[src/twmr_pkg.sv]
// package: register map, field positions, status codes and timing for the two-wire master receiver
package twmr_pkg;

  // register byte addresses (chosen map, one aligned word each)
  localparam logic [7:0] ADDR_CONTROL = 8'h00;
  localparam logic [7:0] ADDR_STATUS  = 8'h04;
  localparam logic [7:0] ADDR_DATA    = 8'h08;
  localparam logic [7:0] ADDR_OWN     = 8'h0c;
  localparam logic [7:0] ADDR_DIVIDER = 8'h10;

  // control register bit positions
  localparam int CTL_JOB_DONE  = 7;
  localparam int CTL_ACK_EN    = 6;
  localparam int CTL_START_REQ = 5;
  localparam int CTL_STOP_REQ  = 4;
  localparam int CTL_WCOL      = 3;
  localparam int CTL_ENABLE    = 2;
  localparam int CTL_IRQ_EN    = 0;

  localparam int STATUS_PRESC_W = 2;

  // status codes, prescaler bits zero
  localparam logic [4:0] ST_START      = 5'h01; // 0x08
  localparam logic [4:0] ST_RESTART    = 5'h02; // 0x10
  localparam logic [4:0] ST_MT_MODE    = 5'h03; // 0x18, handed to the transmitter
  localparam logic [4:0] ST_ARB_LOST   = 5'h07; // 0x38
  localparam logic [4:0] ST_ADDR_ACK   = 5'h08; // 0x40
  localparam logic [4:0] ST_ADDR_NACK  = 5'h09; // 0x48
  localparam logic [4:0] ST_DATA_ACK   = 5'h0a; // 0x50
  localparam logic [4:0] ST_DATA_NACK  = 5'h0b; // 0x58
  localparam logic [4:0] ST_IDLE       = 5'h1f; // 0xf8

  localparam logic [7:0] GENERAL_CALL  = 8'h00;
  localparam logic [7:0] DIVIDER_RESET = 8'h0f;
  localparam logic [7:0] OWN_RESET     = 8'hfe;
  localparam logic [7:0] CONTROL_RESET = 8'h00;

  // bus time for a quarter bit at 100 kHz, in ns, and the cycles it takes at 10 ns
  localparam int CLK_PERIOD_NS  = 10;
  localparam int QUARTER_NS     = 2500;
  localparam int QUARTER_CYCLES = QUARTER_NS / CLK_PERIOD_NS;

  localparam logic [31:0] HRDATA_ZERO = 32'h0000_0000;

  typedef struct packed {
    logic scl_i;
    logic sda_i;
  } twmr_pins_in_type;

  typedef struct packed {
    logic scl_o;
    logic scl_oe;
    logic sda_o;
    logic sda_oe;
  } twmr_pins_out_type;

endpackage : twmr_pkg

[src/twmr_sync.sv]
// two-flop synchroniser for the bus pins
`timescale 1ns/10ps
`default_nettype none
module twmr_sync
  import twmr_pkg::*;
(
  input  wire logic             clk,
  input  wire logic             reset,
  input  wire twmr_pins_in_type pins_i,
  output var  twmr_pins_in_type pins_o
);
  twmr_pins_in_type meta_q;
  twmr_pins_in_type meta_d;
  twmr_pins_in_type sync_q;
  twmr_pins_in_type sync_d;

  always_comb
  begin
    meta_d = pins_i;
    sync_d = meta_q;
  end

  // idle bus is high, so reset to high keeps false edges away
  always_ff @(posedge clk)
  begin
    if (reset)
    begin
      meta_q <= '1;
      sync_q <= '1;
    end
    else
    begin
      meta_q <= meta_d;
      sync_q <= sync_d;
    end
  end

  assign pins_o = sync_q;
endmodule // twmr_sync
`default_nettype wire

[src/twmr_core.sv]
// two-wire master receiver with ahb-lite register slave
// How it works
// - master mode follows a start; read bit selects receiver, write bit transmitter
// - status codes assume prescaler bits zero; software masks them
// - start waits until the bus is free
// - after start, flag set with status 0x08
// - after the address and its acknowledge, flag set with 0x18, 0x38, 0x40 or 0x48
// - received byte is readable in the data register while the flag is set
// - repeated start reports 0x10 and keeps the bus
// - in 0x10 the loaded address is sent; write bit hands over to transmitter
// - arbitration loss: release bus, or start again once the bus frees
// - in 0x40 or 0x50 clearing the flag receives a byte, ack per ack enable
// - in 0x48 or 0x58: start gives restart, stop gives stop, both give stop then start
// - sending a stop clears the stop request by itself
// - 0x58 keeps the nack byte readable until software decides
// - own address register top seven bits hold the slave address
// - general call 0x00 answered while the general call enable bit is one, or when the own address top seven bits are zero
//
// Implementation choices: the register addresses and the AHB-Lite register port.
`timescale 1ns/10ps
`default_nettype none
module twmr_core
  import twmr_pkg::*;
(
  input  wire logic              clk,
  input  wire logic              reset,
  input  wire logic              hsel,
  input  wire logic [31:0]       haddr,
  input  wire logic [1:0]        htrans,
  input  wire logic              hwrite,
  input  wire logic [2:0]        hsize,
  input  wire logic [31:0]       hwdata,
  input  wire logic              hready,
  output var  logic [31:0]       hrdata,
  output var  logic              hreadyout,
  output var  logic              hresp,
  input  wire twmr_pins_in_type  pins_i,
  output var  twmr_pins_out_type pins_o,
  output var  logic              addressed_q
);

  typedef enum {S_IDLE, S_WAIT_FREE, S_START, S_HOLD, S_BIT, S_STOP} twmr_state_type;

  twmr_pins_in_type pins_s;

  twmr_sync u_sync (
    .clk    (clk),
    .reset  (reset),
    .pins_i (pins_i),
    .pins_o (pins_s)
  );

  // bus slave address phase capture
  logic       wr_pend_q, wr_pend_d;
  logic [7:0] wr_addr_q, wr_addr_d;
  logic [31:0] hrdata_q, hrdata_d;

  // registers
  logic [7:0] ctl_q, ctl_d;
  logic [4:0] status_q, status_d;
  logic [7:0] data_q, data_d;
  logic [7:0] own_q, own_d;
  logic [7:0] div_q, div_d;

  // engine
  twmr_state_type state_q, state_d;
  logic [1:0]  phase_q, phase_d;
  logic [3:0]  bit_q, bit_d;
  logic [7:0]  tick_q, tick_d;
  logic        scl_q, scl_d;
  logic        sda_q, sda_d;
  logic        busy_q, busy_d;
  logic        restart_after_q, restart_after_d;
  logic        master_q, master_d;
  logic        addr_q, addr_d;
  logic        addressed_d;
  logic        sda_prev_q, sda_prev_d;
  logic        arb_q, arb_d;

  function automatic logic is_reg(input logic [7:0] a, input logic [7:0] r);
    return a == r;
  endfunction

  logic tick;
  logic sw_clear;
  logic [7:0] wval;
  assign tick = (tick_q == 8'h00);
  assign wval = hwdata[7:0];
  assign sw_clear = wr_pend_q && is_reg(wr_addr_q, ADDR_CONTROL) && wval[CTL_JOB_DONE];

  // bus slave: zero wait states, always okay
  always_comb
  begin
    wr_pend_d = 1'b0;
    wr_addr_d = wr_addr_q;
    hrdata_d  = HRDATA_ZERO;
    if (hsel && hready && htrans[1])
    begin
      wr_pend_d = hwrite;
      wr_addr_d = haddr[7:0];
      if (!hwrite)
      begin
        if (is_reg(haddr[7:0], ADDR_CONTROL))
          hrdata_d = {24'h00_0000, ctl_q};
        else if (is_reg(haddr[7:0], ADDR_STATUS))
          hrdata_d = {24'h00_0000, status_q, 1'b0, {STATUS_PRESC_W{1'b0}}};
        else if (is_reg(haddr[7:0], ADDR_DATA))
          hrdata_d = {24'h00_0000, data_q};
        else if (is_reg(haddr[7:0], ADDR_OWN))
          hrdata_d = {24'h00_0000, own_q};
        else if (is_reg(haddr[7:0], ADDR_DIVIDER))
          hrdata_d = {24'h00_0000, div_q};
      end
    end
  end

  // engine and register next state
  always_comb
  begin
    ctl_d = ctl_q;
    status_d = status_q;
    data_d = data_q;
    own_d = own_q;
    div_d = div_q;
    state_d = state_q;
    phase_d = phase_q;
    bit_d = bit_q;
    tick_d = tick ? div_q : tick_q - 8'h01;
    scl_d = scl_q;
    sda_d = sda_q;
    restart_after_d = restart_after_q;
    master_d = master_q;
    addr_d = addr_q;
    addressed_d = addressed_q;
    arb_d = arb_q;
    sda_prev_d = pins_s.sda_i;
    busy_d = busy_q;
    // start and stop seen on the wires track bus occupancy
    if (pins_s.scl_i && sda_prev_q && !pins_s.sda_i)
      busy_d = 1'b1;
    else if (pins_s.scl_i && !sda_prev_q && pins_s.sda_i)
      busy_d = 1'b0;

    if (wr_pend_q)
    begin
      if (is_reg(wr_addr_q, ADDR_CONTROL))
      begin
        ctl_d[CTL_ACK_EN] = wval[CTL_ACK_EN];
        ctl_d[CTL_START_REQ] = wval[CTL_START_REQ];
        ctl_d[CTL_STOP_REQ] = wval[CTL_STOP_REQ];
        ctl_d[CTL_ENABLE] = wval[CTL_ENABLE];
        ctl_d[CTL_IRQ_EN] = wval[CTL_IRQ_EN];
        // the engine below runs later in this process, so a same-cycle hardware set wins
        if (sw_clear)
          ctl_d[CTL_JOB_DONE] = 1'b0;
      end
      else if (is_reg(wr_addr_q, ADDR_DATA))
      begin
        if (ctl_q[CTL_JOB_DONE])
          data_d = wval;
        else
          ctl_d[CTL_WCOL] = 1'b1;
      end
      else if (is_reg(wr_addr_q, ADDR_OWN))
        own_d = wval;
      else if (is_reg(wr_addr_q, ADDR_DIVIDER))
        div_d = wval;
    end

    if (!ctl_q[CTL_ENABLE])
    begin
      state_d = S_IDLE;
      scl_d = 1'b1;
      sda_d = 1'b1;
      master_d = 1'b0;
      status_d = ST_IDLE;
    end
    else if (tick)
    begin
      case (state_q)
        S_IDLE:
        begin
          if (ctl_q[CTL_START_REQ] && !ctl_q[CTL_JOB_DONE])
            state_d = S_WAIT_FREE;
        end
        S_WAIT_FREE:
        begin
          if (!busy_q || master_q)
          begin
            state_d = S_START;
            phase_d = 2'd0;
          end
        end
        S_START:
        begin
          phase_d = phase_q + 2'd1;
          case (phase_q)
            2'd0:
            begin
              sda_d = 1'b1;
              scl_d = 1'b1;
            end
            2'd1: sda_d = 1'b0;
            2'd2: scl_d = 1'b0;
            default:
            begin
              status_d = master_q ? ST_RESTART : ST_START;
              master_d = 1'b1;
              addr_d = 1'b1;
              ctl_d[CTL_JOB_DONE] = 1'b1;
              state_d = S_HOLD;
            end
          endcase
        end
        S_HOLD:
        begin
          scl_d = 1'b0;
          if (!ctl_q[CTL_JOB_DONE])
          begin
            if (status_q == ST_ARB_LOST)
            begin
              master_d = 1'b0;
              sda_d = 1'b1;
              scl_d = 1'b1;
              state_d = ctl_q[CTL_START_REQ] ? S_WAIT_FREE : S_IDLE;
            end
            else if (status_q == ST_ADDR_NACK || status_q == ST_DATA_NACK)
            begin
              if (ctl_q[CTL_STOP_REQ])
              begin
                restart_after_d = ctl_q[CTL_START_REQ];
                state_d = S_STOP;
                phase_d = 2'd0;
              end
              else if (ctl_q[CTL_START_REQ])
              begin
                state_d = S_START;
                phase_d = 2'd0;
              end
            end
            else if (status_q == ST_START || status_q == ST_RESTART || status_q == ST_ADDR_ACK ||
                     status_q == ST_DATA_ACK)
            begin
              bit_d = 4'd0;
              phase_d = 2'd0;
              state_d = S_BIT;
            end
          end
        end
        S_BIT:
        begin
          phase_d = phase_q + 2'd1;
          case (phase_q)
            // the address ack bit is released so the slave can answer
            2'd0:
              if (bit_q == 4'd8)
                sda_d = addr_q ? 1'b1 : !ctl_q[CTL_ACK_EN];
              else if (addr_q)
                sda_d = data_q[3'd7 - bit_q[2:0]];
              else
                sda_d = 1'b1;
            2'd1: scl_d = 1'b1;
            // a slave may stretch the clock: sample only once the wire is really high
            2'd2:
              if (!pins_s.scl_i)
                phase_d = phase_q;
              else
              begin
                if (addr_q && bit_q != 4'd8 && sda_q && !pins_s.sda_i)
                  arb_d = 1'b1;
                if (!addr_q && bit_q != 4'd8)
                  data_d = {data_q[6:0], pins_s.sda_i};
                if (addr_q && bit_q == 4'd8)
                  sda_prev_d = pins_s.sda_i;
              end
            default:
            begin
              scl_d = 1'b0;
              bit_d = bit_q + 4'd1;
              if (arb_q)
              begin
                arb_d = 1'b0;
                sda_d = 1'b1;
                status_d = ST_ARB_LOST;
                ctl_d[CTL_JOB_DONE] = 1'b1;
                state_d = S_HOLD;
              end
              else if (bit_q == 4'd8)
              begin
                ctl_d[CTL_JOB_DONE] = 1'b1;
                state_d = S_HOLD;
                if (addr_q)
                begin
                  addr_d = 1'b0;
                  if (!data_q[0])
                    status_d = ST_MT_MODE;
                  else
                    status_d = pins_s.sda_i ? ST_ADDR_NACK : ST_ADDR_ACK;
                end
                else
                  status_d = ctl_q[CTL_ACK_EN] ? ST_DATA_ACK : ST_DATA_NACK;
              end
              else if (bit_q == 4'd7)
                sda_d = addr_q ? 1'b1 : sda_q;
            end
          endcase
        end
        S_STOP:
        begin
          phase_d = phase_q + 2'd1;
          case (phase_q)
            2'd0: sda_d = 1'b0;
            2'd1: scl_d = 1'b1;
            2'd2: sda_d = 1'b1;
            default:
            begin
              ctl_d[CTL_STOP_REQ] = 1'b0;
              master_d = 1'b0;
              status_d = ST_IDLE;
              state_d = restart_after_q ? S_WAIT_FREE : S_IDLE;
              restart_after_d = 1'b0;
            end
          endcase
        end
        default: state_d = S_IDLE;
      endcase
    end

    // own address match watched while not master
    if (!master_q && busy_q && (data_q[7:1] == own_q[7:1]))
      addressed_d = 1'b1;
    else if (!master_q && busy_q && data_q == GENERAL_CALL && own_q[0])
      addressed_d = 1'b1;
    else if (!busy_q)
      addressed_d = 1'b0;
  end

  always_ff @(posedge clk)
  begin
    if (reset)
    begin
      wr_pend_q <= 1'b0;
      wr_addr_q <= 8'h00;
      hrdata_q <= HRDATA_ZERO;
      ctl_q <= CONTROL_RESET;
      status_q <= ST_IDLE;
      data_q <= 8'hff;
      own_q <= OWN_RESET;
      div_q <= DIVIDER_RESET;
      state_q <= S_IDLE;
      phase_q <= 2'd0;
      bit_q <= 4'd0;
      tick_q <= 8'h00;
      scl_q <= 1'b1;
      sda_q <= 1'b1;
      busy_q <= 1'b0;
      restart_after_q <= 1'b0;
      master_q <= 1'b0;
      addr_q <= 1'b0;
      addressed_q <= 1'b0;
      sda_prev_q <= 1'b1;
      arb_q <= 1'b0;
    end
    else
    begin
      wr_pend_q <= wr_pend_d;
      wr_addr_q <= wr_addr_d;
      hrdata_q <= hrdata_d;
      ctl_q <= ctl_d;
      status_q <= status_d;
      data_q <= data_d;
      own_q <= own_d;
      div_q <= div_d;
      state_q <= state_d;
      phase_q <= phase_d;
      bit_q <= bit_d;
      tick_q <= tick_d;
      scl_q <= scl_d;
      sda_q <= sda_d;
      busy_q <= busy_d;
      restart_after_q <= restart_after_d;
      master_q <= master_d;
      addr_q <= addr_d;
      addressed_q <= addressed_d;
      sda_prev_q <= sda_prev_d;
      arb_q <= arb_d;
    end
  end

  assign hrdata = hrdata_q;
  assign hreadyout = 1'b1;
  assign hresp = 1'b0;
  // open drain: drive only lows
  assign pins_o = '{scl_o: 1'b0, scl_oe: !scl_q, sda_o: 1'b0, sda_oe: !sda_q};

  property p_hold_low;
    @(posedge clk) disable iff (reset)
    (state_q == S_HOLD && ctl_q[CTL_JOB_DONE] && ctl_q[CTL_ENABLE]) |=> !scl_q;
  endproperty
  a_hold_low: assert property (p_hold_low) else $error("clock not held low while flag set");

  property p_stop_clears;
    @(posedge clk) disable iff (reset)
    (state_q == S_STOP && tick && phase_q == 2'd3 && ctl_q[CTL_ENABLE]) |=> !ctl_q[CTL_STOP_REQ];
  endproperty
  a_stop_clears: assert property (p_stop_clears) else $error("stop request not cleared");

  property p_start_status;
    @(posedge clk) disable iff (reset)
    (state_q == S_START && tick && phase_q == 2'd3 && !master_q && ctl_q[CTL_ENABLE])
      |=> (status_q == ST_START && ctl_q[CTL_JOB_DONE]);
  endproperty
  a_start_status: assert property (p_start_status) else $error("start status wrong");

  property p_wait_busy;
    @(posedge clk) disable iff (reset)
    (state_q == S_WAIT_FREE && busy_q && !master_q) |=> state_q != S_START;
  endproperty
  a_wait_busy: assert property (p_wait_busy) else $error("start on busy bus");

  property p_restart_status;
    @(posedge clk) disable iff (reset)
    (state_q == S_START && tick && phase_q == 2'd3 && master_q && ctl_q[CTL_ENABLE])
      |=> status_q == ST_RESTART;
  endproperty
  a_restart_status: assert property (p_restart_status) else $error("restart status wrong");

  property p_ack_drive;
    @(posedge clk) disable iff (reset)
    (state_q == S_BIT && !addr_q && bit_q == 4'd8 && phase_q == 2'd0 && tick && ctl_q[CTL_ENABLE])
      |=> sda_q == !$past(ctl_q[CTL_ACK_EN]);
  endproperty
  a_ack_drive: assert property (p_ack_drive) else $error("ack level wrong");

  property p_data_stable;
    @(posedge clk) disable iff (reset)
    (status_q == ST_DATA_NACK && ctl_q[CTL_JOB_DONE] && !wr_pend_q) |=> $stable(data_q);
  endproperty
  a_data_stable: assert property (p_data_stable) else $error("received byte changed");

  property p_addr_status;
    @(posedge clk) disable iff (reset)
    $rose(ctl_q[CTL_JOB_DONE]) && $past(addr_q) && !addr_q && $past(data_q[0])
      |-> (status_q == ST_ADDR_ACK || status_q == ST_ADDR_NACK || status_q == ST_ARB_LOST);
  endproperty
  a_addr_status: assert property (p_addr_status) else $error("address status wrong");

endmodule // twmr_core
`default_nettype wire

[config.mk]
export PLATFORM = sky130hd
export DESIGN_NAME = twmr_core
export DESIGN_NICKNAME = d
export VERILOG_FILES = /design/src/twmr_pkg.sv /design/src/twmr_sync.sv /design/src/twmr_core.sv
export SDC_FILE = /design/constraint.sdc
export NUM_CORES = 1
export LEC_CHECK = 0
export BUFFER_PORTS_ARGS = -buffer_cell sky130_fd_sc_hd__buf_4
export CORE_MARGIN = 2
export CORE_UTILIZATION = 49
export CTS_CLUSTER_DIAMETER = 50
export DETAILED_ROUTE_END_ITERATION = 12
export PLACE_DENSITY_LB_ADDON = 0.15
export SLEW_MARGIN = 20
export SYNTH_ARGS = -nofsm -noshare
export SYNTH_HDL_FRONTEND = slang
export SYNTH_SLANG_ARGS = --single-unit
[constraint.sdc]
create_clock -name clk -period 2.15 [get_ports clk]
set_input_delay 0.645 -clock clk [delete_from_list [all_inputs] [get_ports clk]]
set_output_delay 0.645 -clock clk [all_outputs]
set_load 0.01 [all_outputs]
[Word level (Yosys, flattened, before mapping)]
Index checks and enable logic that the tools add are counted.
Word-level totals
  register bits after elaboration: 136
  bits in latches: 0
  bits in writable memories: 0
  bits in read-only memories: 0
  input port bits: 76
  output and inout port bits: 39
  logic and storage cells: 287
  memories kept: 0
Cells by class
  $add $sub $neg: 4
  $mul: 0
  divide/modulo/power cells: 0
  magnitude comparators: 1
  eq/ne operators: 57
  shifts and indexed selects: 0
  mux-type cells: 120
  bitwise operators: 7
  reduce and logical (&&, ||, !) cells: 69
Operators with widths (count)
  $mux 32: 13
  $pmux 32 s6: 1
  $mux 8: 16
  $eq 32x2->1 const B: 2
  $eq 32x3->1 const B: 2
  $mux 1: 50
  $ne 2x2->1 const B: 18
  $eq 32x1->1 const B: 1
  $eq 8x4->1 const B: 4
  $logic_not 32->1: 1
  $logic_not 8->1: 4
  $mux 5: 6
  $mux 4: 7
  $ne 4x4->1 const B: 6
  $eq 5x4->1 const B: 4
  $mux 2: 10
  $reduce_and 10->1: 2
  $pmux 1 s2: 9
  $reduce_and 6->1: 3
  $logic_and 1x1->1: 17
  $eq 8x5->1 const B: 2
  $reduce_and 8->1: 2
  $ne 3x3->1 const B: 5
  $pmux 5 s3: 1
  other kinds (40): 72

[Logic depth before layout (Yosys ltp)]
  word-level depth: 12
  depth in mapped cells: 10
  mapped depth without buffers: 7

[Cells and area by module]
A second synthesis with hierarchy kept.
Unflattened totals
  cell total of the unflattened synthesis: 561
  area, all modules: 4794.6 sq um
By module, submodules not included
  twmr_core: times used 1, cells each 553, area each 4689.5 sq um, sequential area each 1581.5 sq um
  twmr_sync: times used 1, cells each 8, area each 105.1 sq um, sequential area each 80.1 sq um

[Worst setup path before layout]
OpenSTA, ideal clock, no wires.
  kind: input to register
  from: input port haddr[7]
  to: register hrdata_q[3], in the netlist hrdata[3]
  library setup time: 0.119 ns
  data arrival time: 1.916 ns
  required time: 2.031 ns
  path slack: 0.115 ns
  cell stages on the path: 4
  path buffers: 0
  cell sequence: or4_1 or4_1 o221ai_1 nor2_1
Between the ends
  word-level cells in the longest chain between the ends: 6
  elaborated cells between the ends (all ways): 10
  classes of those cells: eq/ne: 4; mux: 5; reduce/logical: 1
RTL lines
  from (decl): line twmr_core.sv:28  | input wire logic [31:0] haddr,
  $eq 8x5->1: line twmr_core.sv:81  | return a == r;
  $mux 8: line twmr_core.sv:111  | else if (is_reg(haddr[7:0], ADDR_DIVIDER))
  $mux 8: line twmr_core.sv:109  | else if (is_reg(haddr[7:0], ADDR_OWN))
  $mux 8: line twmr_core.sv:107  | else if (is_reg(haddr[7:0], ADDR_DATA))
  $mux 8: line twmr_core.sv:105  | else if (is_reg(haddr[7:0], ADDR_STATUS))
  $mux 8 *: line twmr_core.sv:103  | if (is_reg(haddr[7:0], ADDR_CONTROL))
  to (signal assigned): line twmr_core.sv:368  | hrdata_q <= hrdata_d;
  to (decl): line twmr_core.sv:56  | logic [31:0] hrdata_q, hrdata_d;
Mark *: on every way between the ends. The rest lies on a longest branch, timed or not.
A chain may end at the register's enable or synchronous reset.

[Worst setup path after layout]
  from: register tick_q[1]
  to: register status_q[3]
Between the ends
  word-level cells in the longest chain between the ends: 2
RTL lines
  from (decl): line twmr_core.sv:69  | logic [7:0] tick_q, tick_d;
  from (signal assigned): line twmr_core.sv:377  | tick_q <= tick_d;
  $logic_not 8->1: line twmr_core.sv:87  | assign tick = (tick_q == 8'h00);
  $reduce_and 6->1 (no line)
  to (signal assigned): line twmr_core.sv:370  | status_q <= status_d;
  to (decl): line twmr_core.sv:60  | logic [4:0] status_q, status_d;
No other way between the ends.

==> results.ini <==
[hold_path]
holdCritStartpoint = u_sync.meta_q[0]
whs_path_depth = 1
hp-class = flop to flop
holdPathEnd = u_sync.pins_o[0]

[job]
maxCapViolations = 0

[clock_tree]
cts_buffer_depth = 2
clk_latency_ns = 0.36
cts_tree = built
cts.reportedPaths.clkPinSlew_ns = 0.09
clock_sinks = 83
numCtsBuffers = 9
htree_num_levels = 3
cts_root_buffer = clkbuf_8

[die]
initial_core_util_pct = 50.9
die_width_um = 102
ios = 115
die_h_um = 102
core_area_mm2 = 0.00933
rows = 35
die_area_mm2 = 0.0105

[timing]
slew_headroom_pct = 58.1
fin_crit_ns = 2.05
fin_skew_ns = 0.0132
slew_viol_final = 0
hold_viol = 0
worst_pin_slew_ns = 0.629
max_freq_mhz = 487
hold_slack_ns = 0.412
setup_violations = 0
post-route-period-util_pct = 95.4
timing.final.ws_setup_ns = 0.0979

[global_route]
grt_overflow = 0
grtUsageTotal_pct = 25.9
grt_pass1_vias = 4026
grt_pass1_wl_um = 21000
antenna_found_initial = 0
grt_max_degree = 29

[logic_synthesis]
synth.area.top_cells = dfxtp_1 35%, mux2i_1 8.8%, buf_4 4.4%, nand2_1 4.4%, nor2_1 4.1%
ys_types = 67
async_reset_ff_share_pct = 0
synthFlopType = dfxtp_1
avgSynthCellArea_um2 = 8.48
synth_edf_count = 0
syn_area_mm2 = 0.00475
syn_inst = 560
yosys_register_bits = 83
synth.largest_area_cell = dfxtp_1
synth_top_area_share_pct = 35.0
ys_seq_area_share_pct = 35.0
yosysWarnings = 0

[finish]
final_cell_mix = 88 x buf_4, 78 x dfxtp_1, 56 x nand2_1, 52 x nor2_1, 42 x mux2i_1
mostFrequentLayoutCell = buf_4
layout.nets = 715
area_growth_pct = 18.3
num_antenna_cells = 0
drive_gt1_share_pct = 22.4

[outcome]
status = finished clean

[worst_setup_path]
r2r-end = status_q[3]
critPathBufInv = 2
crit_chain = inv_2 > ha_4 > nor3b_4 > nand2_4 > or4_1 > buf_12 > o311ai_2
critPathTopFamily = simple AND/OR/NAND/NOR gates
crit_start = tick_q[1]
arrival_ns = 2.31
critPathKind = flop to flop
cpPeakStageDelay_ns = 0.62
crit_fanout = 8
cp_slowest_cell = or4_1
critPathLaunchType = flop
r2r_cells = 7
end_kind = flop
r2r_slack_ns = 0.1
required_ns = 2.41
reg2reg_from = tick_q[1]

[power_and_ir_drop]
swShare_pct = 29.6
power.internal_mw = 2.52
finalPower_mw = 3.58
comb_power_share_pct = 21.5
p_leak_nw = 2.33
p_switching_mw = 1.06
powerDensity_mw_per_mm2 = 638
p_clk_share_pct = 31.6
power.share.sequential_pct = 46.9
peakVddDrop_uv = 618

[placed_design]
dp_hpwl_um = 9700
place_ws_ns = -0.146
port_buffers = 34
gp_congestion = 0.878

[detailed_routing]
routed_via_density = 5.61
drtPass1Iterations = 5
drtAntennaViolNets = 0
drtIter0Drc = 289
drcViolationCount = 0
routed_wl_um = 12900
routedWlPerCell_um = 16.9
vias = 4280

[per-layer routing]
layer	track usage, %	vias to the layer above	part of all wire (%)
met5	0	-	0
met4	9.54	0	1.7
met3	3.76	15	6.3
met2	40.4	166	45
met1	36.5	2017	47
li1	-	2082	-
[state kept, by name, indices dropped and copies added, names as in the netlist]
| name | flops |
|---|---|
| addr_q | 1 |
| addressed_q | 1 |
| arb_q | 1 |
| bit_q | 4 |
| busy_q | 1 |
| ctl_q | 7 |
| data_q | 8 |
| div_q | 8 |
| hrdata | 8 |
| master_q | 1 |
| own_q | 8 |
| phase_q | 2 |
| restart_after_q | 1 |
| scl_q | 1 |
| sda_prev_q | 1 |
| sda_q | 1 |
| state_q | 3 |
| status_q | 5 |
| tick_q | 8 |
| u_sync.meta_q | 2 |
| u_sync.pins_o | 2 |
| wr_addr_q | 8 |
| wr_pend_q | 1 |
[how the worst max path moves through the flow]
stage,end,cells past startpoint
after floorplan,hrdata[3],4
after global placement,phase_q[0],8
after detailed placement,phase_q[0],8
after CTS,phase_q[0],8
after global routing,state_q[2],7
final,status_q[3],7
[metrics by stage]
stage	setup TNS, ns	std cells	cell area, um^2	util, %
after detailed placement	-0.417	745	5360	57.4
after global placement	-0.263	745	5360	57.4
after CTS	0	761	5560	59.6
final	0	763	5620	60.2
after floorplan	0	586	4850	-
after global routing	-0.0102	763	5620	60.2
[area by class of cell]
| cell class | count | area, um^2 |
|---|---|---|
| Multi-Input combinational cell | 430 | 2850 |
| Tap cell | 129 | 161 |
| Clock inverter | 6 | 66.3 |
| Sequential cell | 83 | 1670 |
| Timing Repair Buffer | 89 | 681 |
| Inverter | 16 | 60.1 |
| Fill cell | 851 | 3710 |
| Clock buffer | 10 | 128 |
[cells in the mapped netlist (3+ instances only)]
| library cell | count |
|---|---|
| a211oi_1 | 12 |
| clkbuf_1 | 22 |
| o22ai_1 | 3 |
| o31ai_1 | 3 |
| and3_1 | 4 |
| buf_1 | 3 |
| ha_1 | 10 |
| a31oi_1 | 3 |
| xor2_1 | 6 |
| buf_4 | 28 |
| and2_1 | 6 |
| nand2b_1 | 12 |
| a21oi_1 | 34 |
| or2_2 | 6 |
| xnor2_1 | 8 |
| nor2b_1 | 14 |
| nand3b_1 | 5 |
| a22o_1 | 3 |
| nor2_1 | 52 |
| a22oi_1 | 5 |
| nor3b_1 | 4 |
| nand4_1 | 6 |
| nand3_1 | 9 |
| mux2_2 | 5 |
| nor4_1 | 5 |
| dfxtp_1 | 83 |
| nor3_1 | 16 |
| or4_1 | 3 |
| and3b_1 | 4 |
| o21ai_0 | 15 |
| buf_2 | 4 |
| a2bb2oi_1 | 10 |
| mux2i_1 | 42 |
| nand2_1 | 56 |
| inv_1 | 15 |
| o221ai_1 | 3 |
[power by group through the flow]
stage	Sequential [mW]	Clock [mW]	Combinational (mW)
floorplan	1.70	0	0.463
global placement	1.69	0	0.704
detailed placement	1.70	0	0.716
CTS	1.67	1.15	0.722
global route	1.69	1.20	0.853
finish	1.68	1.13	0.770
[repair_timing]
action                     4_1_cts  5_1_grt
gates resized for setup          2       16
buffers inserted                 0        2
setup endpoints to repair        4       23
gates cloned                     0        0
hold buffers                     0        0
pin swaps                        0        4
[cells by family (layout without fill, tap and decap cells)]
| family | Yosys count | count (layout) | share of synthesized area [%] |
|---|---|---|---|
| flip-flops | 83 | 83 | 35.0 |
| other | 2 | 28 | 0.158 |
| multiplexers | 48 | 48 | 10.5 |
| adder cells (fa/ha/maj) | 10 | 10 | 2.63 |
| buffers and inverters | 73 | 121 | 8.09 |
| XOR/XNOR | 14 | 14 | 2.58 |
| AO/OA/AOI/OAI | 114 | 114 | 17.2 |
| AND/OR/NAND/NOR | 216 | 216 | 23.8 |
No activity file was read; power rests on OpenSTA's default activity.
